--- config.mk ---
export PLATFORM = sky130hd
export DESIGN_NAME = rat_top
export DESIGN_NICKNAME = d
export VERILOG_FILES = /design/src/include/rat_pkg.sv /design/src/include/rat_step_if.sv /design/src/logic/rat_trim_counter.sv /design/src/logic/rat_top.sv
export VERILOG_INCLUDE_DIRS = /design/src /design/src/include
export SDC_FILE = /design/constraint.sdc
export NUM_CORES = 1
export LEC_CHECK = 0
export BUFFER_PORTS_ARGS = -buffer_cell sky130_fd_sc_hd__buf_2
export CORE_MARGIN = 2
export CORE_UTILIZATION = 24
export DETAILED_ROUTE_END_ITERATION = 10
export GPL_ROUTABILITY_DRIVEN = 0
export SYNTH_ARGS = -nofsm -noshare
export SYNTH_HDL_FRONTEND = slang
export SYNTH_HIERARCHICAL = 1
export SYNTH_SLANG_ARGS = --single-unit
--- constraint.sdc ---
create_clock -name i_clk -period 5.1 [get_ports i_clk]
set_input_delay 0.255 -clock i_clk [delete_from_list [all_inputs] [get_ports i_clk]]
set_output_delay 0.255 -clock i_clk [all_outputs]
set_load 0.01 [all_outputs]
--- src/include/rat_map.svh ---
`ifndef RAT_MAP_SVH
`define RAT_MAP_SVH

`define RAT_CNT_W         10
`define RAT_CNT_MAX       10'h3FF
`define RAT_CNT_MIN       10'h000
`define RAT_INIT_RST      10'h200

`define RAT_OFS_CTRL      8'h00
`define RAT_OFS_DIV       8'h04
`define RAT_OFS_INIT_A    8'h08
`define RAT_OFS_INIT_B    8'h0C
`define RAT_OFS_STATUS    8'h10
`define RAT_OFS_VAL_A     8'h14
`define RAT_OFS_VAL_B     8'h18
`define RAT_OFS_IRQ_STAT  8'h1C
`define RAT_OFS_IRQ_CLR   8'h20
`define RAT_OFS_IRQ_EN    8'h24

`define RAT_CTRL_EN_A     0
`define RAT_CTRL_EN_B     1
`define RAT_CTRL_INV      2
`define RAT_CTRL_EXTCLK   3
`define RAT_CTRL_CMP_EN   4
`define RAT_CTRL_VREF_EN  5
`define RAT_CTRL_CH_B     6
`define RAT_CTRL_W        7
`define RAT_CTRL_RST      7'h00

`define RAT_EV_STOP_A     0
`define RAT_EV_STOP_B     1
`define RAT_EV_START_A    2
`define RAT_EV_START_B    3
`define RAT_EV_W          4

`define RAT_DIV_W         16
`define RAT_DIV_RST       16'h00FA
`define RAT_CLK_KHZ       25000
`define RAT_CMP_LIMIT_KHZ 100
`define RAT_DIV_MIN       ((`RAT_CLK_KHZ + `RAT_CMP_LIMIT_KHZ - 1) / `RAT_CMP_LIMIT_KHZ)

`endif

--- src/include/rat_pkg.sv ---
package rat_pkg;
  typedef enum logic [2:0] {
    RAT_ST_IDLE  = 3'b001,
    RAT_ST_RUN_A = 3'b010,
    RAT_ST_RUN_B = 3'b100
  } rat_state_t;

  typedef logic [9:0] rat_code_t;
endpackage

--- src/include/rat_step_if.sv ---
`timescale 1ns/100ps
interface rat_step_if;
  logic                  load;
  rat_pkg::rat_code_t    load_val;
  logic                  start;
  logic                  tick;
  logic                  dir;
  logic                  active;
  rat_pkg::rat_code_t    count;
  logic                  stop;

  modport ctl (output load, output load_val, output start, output tick, output dir, output active,
               input count, input stop);
  modport cnt (input load, input load_val, input start, input tick, input dir, input active,
               output count, output stop);
endinterface

--- src/logic/rat_trim_counter.sv ---
`timescale 1ns/100ps
`include "rat_map.svh"
module rat_trim_counter (
  input  wire logic  i_clk,   // System clock
  input  wire logic  i_rst,   // Synchronous reset, active high
  rat_step_if.cnt    step     // Step control from the sequencer
);
  rat_pkg::rat_code_t count_q, count_d, next_v;
  logic               pdir_q, pdir_d;
  logic               pval_q, pval_d;
  logic               stop_c;

  always_comb begin
    count_d = count_q;
    pdir_d  = pdir_q;
    pval_d  = pval_q;
    stop_c  = 1'b0;
    next_v  = count_q;
    if (step.load) begin
      count_d = step.load_val;
    end
    if (step.start) begin
      pval_d = 1'b0;
    end else if (step.active && step.tick) begin
      pdir_d = step.dir;
      pval_d = 1'b1;
      if (pval_q && (step.dir != pdir_q)) begin
        stop_c = 1'b1;
      end else begin
        if (step.dir) begin
          next_v = (count_q == `RAT_CNT_MAX) ? `RAT_CNT_MAX : count_q + 10'h001;
        end else begin
          next_v = (count_q == `RAT_CNT_MIN) ? `RAT_CNT_MIN : count_q - 10'h001;
        end
        count_d = next_v;
        stop_c  = (next_v == `RAT_CNT_MAX) || (next_v == `RAT_CNT_MIN);
      end
    end
  end

  always_ff @(posedge i_clk) begin
    if (i_rst) begin
      count_q <= `RAT_INIT_RST;
      pdir_q  <= 1'b0;
      pval_q  <= 1'b0;
    end else begin
      count_q <= count_d;
      pdir_q  <= pdir_d;
      pval_q  <= pval_d;
    end
  end

  assign step.count = count_q;
  assign step.stop  = stop_c;

  property p_step_up;
    @(posedge i_clk) disable iff (i_rst)
    step.active && step.tick && !step.start && !step.load && step.dir && !(pval_q && !pdir_q) &&
      count_q != `RAT_CNT_MAX |=> count_q == $past(count_q) + 10'h001;
  endproperty
  a_step_up: assert property (p_step_up) else $error("Counter did not step up");

  property p_step_dn;
    @(posedge i_clk) disable iff (i_rst)
    step.active && step.tick && !step.start && !step.load && !step.dir && !(pval_q && pdir_q) &&
      count_q != `RAT_CNT_MIN |=> count_q == $past(count_q) - 10'h001;
  endproperty
  a_step_dn: assert property (p_step_dn) else $error("Counter did not step down");

  property p_reverse;
    @(posedge i_clk) disable iff (i_rst)
    step.active && step.tick && !step.start && pval_q && (step.dir != pdir_q) |-> step.stop;
  endproperty
  a_reverse: assert property (p_reverse) else $error("Direction change did not stop");

  property p_top_end;
    @(posedge i_clk) disable iff (i_rst)
    step.active && step.tick && !step.start && step.dir && !(pval_q && !pdir_q) &&
      count_q >= 10'h3FE |-> step.stop;
  endproperty
  a_top_end: assert property (p_top_end) else $error("Reaching 1023 did not stop");

  property p_bot_end;
    @(posedge i_clk) disable iff (i_rst)
    step.active && step.tick && !step.start && !step.dir && !(pval_q && pdir_q) &&
      count_q <= 10'h001 |-> step.stop;
  endproperty
  a_bot_end: assert property (p_bot_end) else $error("Reaching 0 did not stop");
endmodule // rat_trim_counter

--- src/logic/rat_top.sv ---
`timescale 1ns/100ps
`include "rat_map.svh"
module rat_top #(
  parameter int DIV_W = `RAT_DIV_W  // Width of the internal trim clock divider
) (
  input  wire logic        i_clk,                  // System clock, 25 MHz
  input  wire logic        i_rst,                  // Synchronous reset, active high
  input  wire logic        i_trim_trigger_a,       // Trim trigger pin, unit a
  input  wire logic        i_trim_trigger_b,       // Trim trigger pin, unit b
  input  wire logic        i_chopped_comparator,   // Comparator output pin
  input  wire logic        i_ext_trim_clk,         // External trim clock pin
  input  wire logic [7:0]  i_addr,                 // Register byte address
  input  wire logic [31:0] i_wdata,                // Register write data
  input  wire logic        i_wr,                   // Write strobe
  input  wire logic        i_rd,                   // Read strobe
  output logic      [31:0] o_rdata,                // Read data, cycle after strobe
  output logic             o_irq,                  // Level interrupt
  output logic      [9:0]  o_resistor_unit_a,      // Rheostat code, unit a
  output logic      [9:0]  o_resistor_unit_b,      // Rheostat code, unit b
  output logic             o_trim_idle_flag,       // High when no run active
  output logic             o_comparator_enable,    // Comparator power enable
  output logic             o_vref_enable,          // Reference power enable
  output logic             o_comparator_channel_b  // High selects channel b
);
  localparam logic [DIV_W-1:0] DIV_MIN = DIV_W'(`RAT_DIV_MIN);

  function automatic logic rat_rise(input logic now_v, input logic old_v);
    return now_v & ~old_v;
  endfunction

  // Pin synchronisers: bit 0 trig a, 1 trig b, 2 comparator, 3 ext clock
  logic [3:0] s1_q, s2_q, s3_q, filt_q, filt_d;
  logic [3:0] pins;

  assign pins = {i_ext_trim_clk, i_chopped_comparator, i_trim_trigger_b, i_trim_trigger_a};

  // A level moves only once stages two and three agree, so a single-cycle glitch is dropped
  always_comb begin
    filt_d = (~(s2_q ^ s3_q) & s2_q) | ((s2_q ^ s3_q) & filt_q);
  end

  always_ff @(posedge i_clk) begin
    if (i_rst) begin
      s1_q   <= 4'h0;
      s2_q   <= 4'h0;
      s3_q   <= 4'h0;
      filt_q <= 4'h0;
    end else begin
      s1_q   <= pins;
      s2_q   <= s1_q;
      s3_q   <= s2_q;
      filt_q <= filt_d;
    end
  end

  logic rise_a, rise_b, ext_rise, dir_lvl;
  assign rise_a   = rat_rise(filt_d[0], filt_q[0]);
  assign rise_b   = rat_rise(filt_d[1], filt_q[1]);
  assign ext_rise = rat_rise(filt_d[3], filt_q[3]);

  // Register file
  logic [`RAT_CTRL_W-1:0] ctrl_q, ctrl_d;
  logic [DIV_W-1:0]       div_q, div_d;
  logic [9:0]             init_a_q, init_a_d, init_b_q, init_b_d;
  logic [`RAT_EV_W-1:0]   ist_q, ist_d, ien_q, ien_d, ev;
  logic [31:0]            rdata_q, rdata_d;
  logic                   wr_init_a, wr_init_b;

  assign dir_lvl = filt_q[2] ^ ctrl_q[`RAT_CTRL_INV];

  // Sequencer: one-hot state holds the latched trigger
  rat_pkg::rat_state_t state_q, state_d;
  logic [1:0]          rearm_q, rearm_d;
  logic [DIV_W-1:0]    dcnt_q, dcnt_d, eff_div;
  logic                run_any, int_tick, tick;
  logic                start_a, start_b;
  logic                cmp_en_q, cmp_en_d, vref_en_q, vref_en_d, chb_q, chb_d;

  rat_step_if step_a ();
  rat_step_if step_b ();

  assign run_any = (state_q != rat_pkg::RAT_ST_IDLE);

  // Fast (small) divider setting is clamped so an internal clock never outruns the comparator
  assign eff_div = (div_q < DIV_MIN) ? DIV_MIN : div_q;

  always_comb begin
    dcnt_d   = dcnt_q;
    int_tick = 1'b0;
    if (!run_any) begin
      dcnt_d = '0;
    end else if (dcnt_q >= eff_div - DIV_W'(1)) begin
      dcnt_d   = '0;
      int_tick = 1'b1;
    end else begin
      dcnt_d = dcnt_q + DIV_W'(1);
    end
  end

  assign tick = ctrl_q[`RAT_CTRL_EXTCLK] ? ext_rise : int_tick;

  always_comb begin
    state_d = state_q;
    rearm_d = rearm_q;
    start_a = 1'b0;
    start_b = 1'b0;
    case (state_q)
      rat_pkg::RAT_ST_IDLE: begin
        rearm_d = 2'b00;
        if (ctrl_q[`RAT_CTRL_EN_A] && (rise_a || rearm_q[0])) begin
          start_a = 1'b1;
          state_d = rat_pkg::RAT_ST_RUN_A;
        end else if (ctrl_q[`RAT_CTRL_EN_B] && (rise_b || rearm_q[1])) begin
          start_b = 1'b1;
          state_d = rat_pkg::RAT_ST_RUN_B;
        end
      end
      rat_pkg::RAT_ST_RUN_A: begin
        if (step_a.stop) begin
          state_d    = rat_pkg::RAT_ST_IDLE;
          rearm_d[0] = filt_q[0];
        end
      end
      rat_pkg::RAT_ST_RUN_B: begin
        if (step_b.stop) begin
          state_d    = rat_pkg::RAT_ST_IDLE;
          rearm_d[1] = filt_q[1];
        end
      end
      default: begin
        state_d = rat_pkg::RAT_ST_IDLE;
        rearm_d = 2'b00;
      end
    endcase
  end

  always_comb begin
    cmp_en_d  = ctrl_q[`RAT_CTRL_CMP_EN] | (state_d != rat_pkg::RAT_ST_IDLE);
    vref_en_d = ctrl_q[`RAT_CTRL_VREF_EN] | (state_d != rat_pkg::RAT_ST_IDLE);
    case (state_d)
      rat_pkg::RAT_ST_RUN_A: chb_d = 1'b0;
      rat_pkg::RAT_ST_RUN_B: chb_d = 1'b1;
      default:               chb_d = ctrl_q[`RAT_CTRL_CH_B];
    endcase
  end

  always_ff @(posedge i_clk) begin
    if (i_rst) begin
      state_q   <= rat_pkg::RAT_ST_IDLE;
      rearm_q   <= 2'b00;
      dcnt_q    <= '0;
      cmp_en_q  <= 1'b0;
      vref_en_q <= 1'b0;
      chb_q     <= 1'b0;
    end else begin
      state_q   <= state_d;
      rearm_q   <= rearm_d;
      dcnt_q    <= dcnt_d;
      cmp_en_q  <= cmp_en_d;
      vref_en_q <= vref_en_d;
      chb_q     <= chb_d;
    end
  end

  assign step_a.load     = wr_init_a;
  assign step_a.load_val = init_a_d;
  assign step_a.start    = start_a;
  assign step_a.tick     = tick;
  assign step_a.dir      = dir_lvl;
  assign step_a.active   = (state_q == rat_pkg::RAT_ST_RUN_A);
  assign step_b.load     = wr_init_b;
  assign step_b.load_val = init_b_d;
  assign step_b.start    = start_b;
  assign step_b.tick     = tick;
  assign step_b.dir      = dir_lvl;
  assign step_b.active   = (state_q == rat_pkg::RAT_ST_RUN_B);

  rat_trim_counter u_cnt_a (
    .i_clk (i_clk),
    .i_rst (i_rst),
    .step  (step_a)
  );

  rat_trim_counter u_cnt_b (
    .i_clk (i_clk),
    .i_rst (i_rst),
    .step  (step_b)
  );

  // Bus slave; an initial code written during that unit's run updates the register but never loads the counter
  assign wr_init_a = i_wr && (i_addr == `RAT_OFS_INIT_A) && (state_q != rat_pkg::RAT_ST_RUN_A);
  assign wr_init_b = i_wr && (i_addr == `RAT_OFS_INIT_B) && (state_q != rat_pkg::RAT_ST_RUN_B);

  assign ev = {start_b, start_a, step_b.stop & step_b.active, step_a.stop & step_a.active};

  always_comb begin
    ctrl_d   = ctrl_q;
    div_d    = div_q;
    init_a_d = init_a_q;
    init_b_d = init_b_q;
    ien_d    = ien_q;
    ist_d    = ist_q;
    rdata_d  = 32'h0000_0000;
    if (i_wr) begin
      case (i_addr)
        `RAT_OFS_CTRL:    ctrl_d   = i_wdata[`RAT_CTRL_W-1:0];
        `RAT_OFS_DIV:     div_d    = i_wdata[DIV_W-1:0];
        `RAT_OFS_INIT_A:  init_a_d = i_wdata[9:0];
        `RAT_OFS_INIT_B:  init_b_d = i_wdata[9:0];
        `RAT_OFS_IRQ_CLR: ist_d    = ist_q & ~i_wdata[`RAT_EV_W-1:0];
        `RAT_OFS_IRQ_EN:  ien_d    = i_wdata[`RAT_EV_W-1:0];
        default:          ;
      endcase
    end
    ist_d = ist_d | ev; // A new event beats a clear in the same cycle
    if (i_rd) begin
      case (i_addr)
        `RAT_OFS_CTRL:     rdata_d = {25'h0, ctrl_q};
        `RAT_OFS_DIV:      rdata_d = 32'(div_q);
        `RAT_OFS_INIT_A:   rdata_d = {22'h0, init_a_q};
        `RAT_OFS_INIT_B:   rdata_d = {22'h0, init_b_q};
        `RAT_OFS_STATUS:   rdata_d = {26'h0, filt_q[1:0], dir_lvl, ~run_any, state_q[2:1]};
        `RAT_OFS_VAL_A:    rdata_d = {22'h0, step_a.count};
        `RAT_OFS_VAL_B:    rdata_d = {22'h0, step_b.count};
        `RAT_OFS_IRQ_STAT: rdata_d = {28'h0, ist_q};
        `RAT_OFS_IRQ_EN:   rdata_d = {28'h0, ien_q};
        default:           rdata_d = 32'h0000_0000;
      endcase
    end
  end

  always_ff @(posedge i_clk) begin
    if (i_rst) begin
      ctrl_q   <= `RAT_CTRL_RST;
      div_q    <= DIV_W'(`RAT_DIV_RST);
      init_a_q <= `RAT_INIT_RST;
      init_b_q <= `RAT_INIT_RST;
      ist_q    <= 4'h0;
      ien_q    <= 4'h0;
      rdata_q  <= 32'h0000_0000;
    end else begin
      ctrl_q   <= ctrl_d;
      div_q    <= div_d;
      init_a_q <= init_a_d;
      init_b_q <= init_b_d;
      ist_q    <= ist_d;
      ien_q    <= ien_d;
      rdata_q  <= rdata_d;
    end
  end

  assign o_rdata                = rdata_q;
  assign o_irq                  = |(ist_q & ien_q);
  assign o_resistor_unit_a      = step_a.count;
  assign o_resistor_unit_b      = step_b.count;
  assign o_trim_idle_flag       = ~run_any;
  assign o_comparator_enable    = cmp_en_q;
  assign o_vref_enable          = vref_en_q;
  assign o_comparator_channel_b = chb_q;

  property p_start;
    @(posedge i_clk) disable iff (i_rst)
    !run_any && ctrl_q[`RAT_CTRL_EN_A] && rise_a |=> state_q == rat_pkg::RAT_ST_RUN_A ##0 !o_trim_idle_flag;
  endproperty
  a_start: assert property (p_start) else $error("Trigger edge did not start run");

  property p_hold;
    @(posedge i_clk) disable iff (i_rst)
    state_q == rat_pkg::RAT_ST_RUN_A && !step_a.stop |=> state_q == rat_pkg::RAT_ST_RUN_A;
  endproperty
  a_hold: assert property (p_hold) else $error("Latched trigger dropped early");

  property p_force_on;
    @(posedge i_clk) disable iff (i_rst)
    $past(run_any) && run_any |-> o_comparator_enable && o_vref_enable;
  endproperty
  a_force_on: assert property (p_force_on) else $error("Comparator or reference off in run");

  property p_int_quiet;
    @(posedge i_clk) disable iff (i_rst)
    !run_any |-> !int_tick ##1 !int_tick;
  endproperty
  a_int_quiet: assert property (p_int_quiet) else $error("Internal clock ticked while idle");

  property p_stop_idle;
    @(posedge i_clk) disable iff (i_rst)
    step_a.active && step_a.stop |=> o_trim_idle_flag && $rose(o_trim_idle_flag);
  endproperty
  a_stop_idle: assert property (p_stop_idle) else $error("Stop did not raise idle flag");

  property p_rearm;
    @(posedge i_clk) disable iff (i_rst)
    step_a.active && step_a.stop && filt_q[0] && ctrl_q[`RAT_CTRL_EN_A] && !i_wr |=>
      ##1 state_q == rat_pkg::RAT_ST_RUN_A;
  endproperty
  a_rearm: assert property (p_rearm) else $error("Held trigger did not restart");

  property p_channel;
    @(posedge i_clk) disable iff (i_rst)
    state_q == rat_pkg::RAT_ST_RUN_B && $past(state_q) == rat_pkg::RAT_ST_RUN_B |-> o_comparator_channel_b;
  endproperty
  a_channel: assert property (p_channel) else $error("Wrong comparator channel in run");

  property p_clk_src;
    @(posedge i_clk) disable iff (i_rst)
    run_any && ctrl_q[`RAT_CTRL_EXTCLK] |-> tick == ext_rise;
  endproperty
  a_clk_src: assert property (p_clk_src) else $error("Trim clock source not honoured");
endmodule // rat_top

; ---- Yosys cells after proc, flatten, opt, wreduce, memory -nomap -nowiden
; Index checks and enable logic that the tools add are counted.
[word_totals]
output_inout_bits = 57
reg_bits = 147
inputBits = 48
[classes]
n_lt_le_gt_ge = 2
muxes = 52
bitwise = 26
n_reduce_logical = 31
n_addsub = 6
n_eq_ne = 26
[ops]
columns = operator, n
row1 = $mux 10, 24
row2 = $pmux 16 s9, 1
row3 = $eq 10x10->1 const B, 4
row4 = $logic_not 10->1, 4
row5 = $eq 8x5->1 const B, 4
row6 = $add 10x1->10 const B, 2
row7 = $sub 10x1->10 const B, 2
row8 = $add 16x1->16 const B, 1
row9 = $and 4x4->4, 4
row10 = $eq 8x4->1 const B, 2
row11 = $eq 8x6->1 const B, 2
row12 = $ge 16x16->1, 1
row13 = $lt 16x8->1 const B, 1
row14 = $mux 1, 16
row15 = $mux 16, 1
row16 = $sub 16x1->16 const B, 1
row17 = $reduce_and 2->1, 7
row18 = $mux 3, 4
row19 = $logic_and 1x1->1, 10
row20 = $not 1->1, 9
row21 = $pmux 3 s3, 1
row22 = $eq 8x3->1 const B, 1
row23 = $logic_not 8->1, 1
row24 = $mux 4, 2
row25 = other kinds (19), 38

; ---- Depth between registers and ports, before layout
[logic_depth]
depth_word = 20
depth_mapped = 25
ltp_nobuf = 25

; ---- Hierarchy
; The synthesis kept the hierarchy.
[modules_own_cells]
columns = module, cells_each, n_inst, area_each_um2
row1 = rat_top, 600, 1, 5371.4
row2 = rat_trim_counter (u_cnt_b), 167, 1, 1335.0
row3 = rat_trim_counter (u_cnt_a), 167, 1, 1273.7

; ---- Worst setup path before layout
; OpenSTA, ideal clock, no wires.
[synth_timing]
kind = reg-to-reg
start = register div_q[10]
end = register cmp_en_q (netlist: o_comparator_enable)
path_buffers = 0
setup_slack_ns = -0.281
setup_time_ns = 0.128
path_stages_with_launch = 26
period_less_slack_ns = 5.381
t_arrival_ns = 5.253
path_cell_list = dfxtp_1 > or4_4 > nor4b_4 > o21ai_1 > nand2_1 > ha_1 > nor3b_1 > nand3b_1 > nor4_1 > xnor2_1 > ha_1 > nand4_1 > or3_1 > o2111ai_1 > a21oi_1 > o31ai_1 > nand2_1 > nor2_1 > nand4_1 > or4_1 > nand3_1 > nor3b_1 > o21bai_1 > a32oi_1 > nor2_1 > nor2_1
[synth_via]
elab_chain_cells = 14
word_cells_on_any_way = 18
[synth_rtl]
columns = item, line
row1 = from (decl), rat_top.sv:63  ; logic [DIV_W-1:0] div_q, div_d;
row2 = from (signal assigned), rat_top.sv:235  ; div_q <= DIV_W'(`RAT_DIV_RST);
row3 = from (signal assigned), rat_top.sv:243  ; div_q <= div_d;
row4 = $lt 16x8->1, rat_top.sv:85  ; assign eff_div = (div_q < DIV_MIN) ? DIV_MIN : div_q;
row5 = $mux 16 (*), rat_top.sv:85
row6 = $sub 16x1->16 (*), rat_top.sv:92  ; end else if (dcnt_q >= eff_div - DIV_W'(1)) begin
row7 = $ge 16x16->1 (*), rat_top.sv:92
row8 = $mux 1 (*), rat_top.sv:92
row9 = $mux 1 (*), rat_top.sv:90  ; if (!run_any) begin
row10 = $mux 1 (*), rat_top.sv:100  ; assign tick = ctrl_q[`RAT_CTRL_EXTCLK] ? ext_rise : int_tick;
row11 = named net step_a.tick, rat_step_if.sv:6  ; logic tick;
row12 = $logic_and 1x1->1 (*), rat_trim_counter.sv:24  ; end else if (step.active && step.tick) begin
row13 = $mux 1 (*), rat_trim_counter.sv:24
row14 = $mux 1 (*), rat_trim_counter.sv:22  ; if (step.start) begin
row15 = named net step_b.stop, rat_step_if.sv:10  ; logic stop;
row16 = $mux 3 (*), rat_top.sv:125  ; if (step_b.stop) begin
row17 = $pmux 3 s3 (*), rat_top.sv:107  ; case (state_q)
row18 = $ne 3x1->1 (*), rat_top.sv:138  ; cmp_en_d = ctrl_q[`RAT_CTRL_CMP_EN] | (state_d != rat_pkg::RAT_ST_IDLE);
row19 = $or 1x1->1 (*), rat_top.sv:138
row20 = to (signal assigned), rat_top.sv:159  ; cmp_en_q <= cmp_en_d;
row21 = to (decl), rat_top.sv:77  ; logic cmp_en_q, cmp_en_d, vref_en_q, vref_en_d, chb_q, chb_d;
; The timed path passes the listed nets; every way through them passes the cells marked *.
; A chain may end at the register's enable or synchronous reset.

; ---- Worst setup path in the final report
[layout_timing]
start = register div_q[8]
end = register cmp_en_q (netlist: o_comparator_enable)
; The elaborated chain is that of the path after synthesis.

==> impl_results.md <==
* Clk_lat worst skew at 440 ps
* Total power at 2.342 mW
* Post-DP HPWL at 17.89 mm
* Simple-gate share of the synthesized area at 29.12%
* End-of-flow core utilization at 29.88%
* Commonest cells after routing, fill and taps aside: 130 x dfxtp_1, 90 x nand2_1, 72 x nor2_1
* Dpl ws at -268.7 ps
* Worst-margin pin slew at 1167 ps
* Relative slew slack at 21.93%
* Crit Path Max Fanout at 5
* Initial drt markers at 675
* Multi-input logic area at 5146 µm²
* Global-route wire length before repair at 37.92 mm
* Main combinational cell family by area after synthesis: simple AND/OR/NAND/NOR gates
* FILL cells at 3,387
* Register area share after synthesis at 32.86%
* Core area at 32,620 µm²
* # placed instances at 1,418
* LEAKAGE at 3.767 nW
* Metal3 WL at 1.488 mm
* Clock buffer depth at 2
* Fin Setup TNS at -1228 ps
* TritonCTS clock tree: built
* Fmax at 187.8 MHz
* Slowest cell on crit path: or4_4
* Core Rows at 66
* Top routing layer in use: met4
* Ys flop type: dfxtp_1
* Period utilization at 104.4%
* Pre-Repair DR Iteration Count at 6
* Share of post-route cells with drive strength above 1 at 23.59%
* Post-Syn Instances at 934
* WS Path Type: flip-flop to flip-flop
* Die Span X at 186.3 µm
* CP peak stage delay at 580 ps
* Via Count at 7,316
* Layout Cells excl Fill at 1,473
* CTS clk-pin slew, worst paths at 60 ps
* Adder-cell area share of the yosys netlist at 3.449%
* Starting Density at 24.46%
* Warnings from Yosys at 6
* Final setup fails at 8
* Hold slack at 37.26 ps
* Antenna Nets Post-Route at 0
* Hold Startpoint: i_ext_trim_clk
* Clk root buf: clkbuf_16
* PnR worst setup slack at -223.8 ps
* Mapped Avg Cell Area at 8.544 µm²
* Netlist cell types at 91
* RSZ-0062 raised after global routing: yes
* Power per cell area at 240.2 nW/µm²
* CP required at 5400 ps
* Io pins at 105
* Number of port buffers at 72
* Met2 wire len at 11.43 mm
* #FFs+latches synth at 131
* Critical Path Most Common Cell: nor2_1
* Failing checks: negative setup slack
* Antenna violations before repair at 1
* Layout Nets at 1,087
* Mean routed wirelength per cell at 16.63 µm
* Reg-to-reg critical path endpoint: o_comparator_enable
* Multiplexer area fraction after synthesis at 9.784%
* Total CTS buffers at 17
* GRT Util Overall at 13.71%
* Storage element area at 2624 µm²
* Worst Hold Endpoint: s1_q[3]
* Synth Area in XOR/XNOR at 3.387%
* Wl on met1 at 11.08 mm
* Worst Hold Class: input port to flip-flop
* Status: finished with violations
* Slew Viols, Final at 0
* Post-Syn Area at 7980 µm²
* EDFF count, synth at 0
* Asr flop ratio synth at 0%
* Post-detailed-routing wire length at 24.50 mm
* Hold-fix buffers, CTS at 0
* Placed inst area at 8837 µm²
* Crit path DAT at 5620 ps
* Reg2Reg Setup Slack at -220 ps
* Startpoint Class: flip-flop
* Full die area at 34,720 µm²
* CTS H-Tree Depth at 4
* Largest net degree at the start of global routing at 70
* WHS Path Cells at 2
* Max-cap check violation count at 0
* Final hold violations at 0
* Design Area, Final at 9747 µm²
* CP endpoint kind: flip-flop
* Gr ovfl total at 0
* Max IR drop VDD at 226.2 µV
* Vias per inst at 4.967
* CTS sink count at 131
* Die height at 186.3 µm
* Clk_skew at 17.18 ps
* Reg2Reg Depth at 27
* Fin crit period at 5324 ps
* Commonest non-fill, non-tap cell in the layout: dfxtp_1
* DR DRC count at 0
* Worst R2R Start: div_q[8]
* Synth Area in Compound Gates at 15.46%
* Growth of design area from synthesis to finish at 22.14%
* Vias in the first global route at 6,741
## state kept, by name, indices dropped and copies added, names as in the netlist, 4 cells and up, named ones only
name and count:
s3_q 4, u_cnt_a/step.count 10, dcnt_q 16, ctrl_q 7, init_a_q 10, o_rdata 16
s1_q 4, init_b_q 10, ien_q 4, ist_q 4, div_q 16, u_cnt_b/step.count 10
s2_q 4
## Yosys cell counts (7+ instances only)
cell type	count	share of area (%)
buf_4	19	1.8
mux2_2	14	2.0
and2_1	11	0.86
nor2b_1	41	3.2
o21ai_0	27	1.7
a21oi_1	50	3.1
nand3_1	37	2.3
xnor2_1	13	1.4
inv_1	14	0.66
and3_1	12	0.94
clkbuf_1	38	1.8
mux2i_1	36	4.5
nand3b_1	13	1.2
nor2_1	75	3.5
nor3b_1	11	1.0
ha_1	22	3.4
dfxtp_1	131	33
or3_1	10	0.78
nand4b_1	7	0.77
a211oi_1	24	2.3
nand2b_1	9	0.71
mux2_4	10	1.9
a31oi_1	9	0.71
nor3_1	22	1.4
xor2_1	16	1.8
buf_2	12	0.75
nand2_1	92	4.3
nand4_1	19	1.5
## worst max path at each step
stage | from | end | slack (ps) | depth (start not counted)
floorplan | div_q[10] | o_vref_enable | -20 | 25
global placement | div_q[10] | o_comparator_enable | -90 | 26
detailed placement | div_q[10] | o_comparator_enable | -270 | 25
CTS | div_q[10] | o_comparator_enable | -210 | 26
global route | div_q[8] | o_comparator_enable | -540 | 27
finish | div_q[8] | o_comparator_enable | -220 | 27
## critical path, delay by kind of cell, from the launching register on
kind	cells	cell delay, ps
AOI/OAI and AO/OA	6	730
xor gates and xnor gates	1	130
DFF	1	310
adders and majority gates	2	480
and+or+nand+nor	16	3110
buffers and inverters	2	400
## cell type report
type	instances	share of cell area, %
flip-flops and latches	131	26.92
clock inverters	14	1.617
multi-input cells	726	52.80
clock buffers	18	4.506
diodes	1	0.02567
well taps	442	5.674
repair buffers	126	7.882
inverters	15	0.5777
## timing repair
item / 4_1_cts / 5_1_grt
pin swaps: 19 / 17
setup endpoints to repair: 9 / 26
cloned: 0 / 0
resized for setup: 14 / 16
setup buffers: 16 / 6
hold endpoints to repair: 0 / 0
## power by group
part,internal [mW],switching [mW]
Combinational,0.0258,0.0579
Clock,0.735,0.492
Sequential,1.03,0.00230
Total,1.79,0.553
## metal layers
layer	global-route usage, %	vias up
met3	2.464	40
met5	0	-
met1	18.40	3500
li1	-	3536
met4	4.646	0
met2	22.14	240
## cell families (layout without fill, tap and decap cells)
kind of cell | after synthesis | in the layout
AND/OR/NAND/NOR | 413 | 413
AO/OA/AOI/OAI | 180 | 180
flip-flops | 131 | 131
buffers and inverters | 92 | 173
multiplexers | 65 | 65
XOR/XNOR | 30 | 30
adder cells (fa/ha/maj) | 22 | 22
other | 1 | 17
No activity file was read; power rests on OpenSTA's default activity.
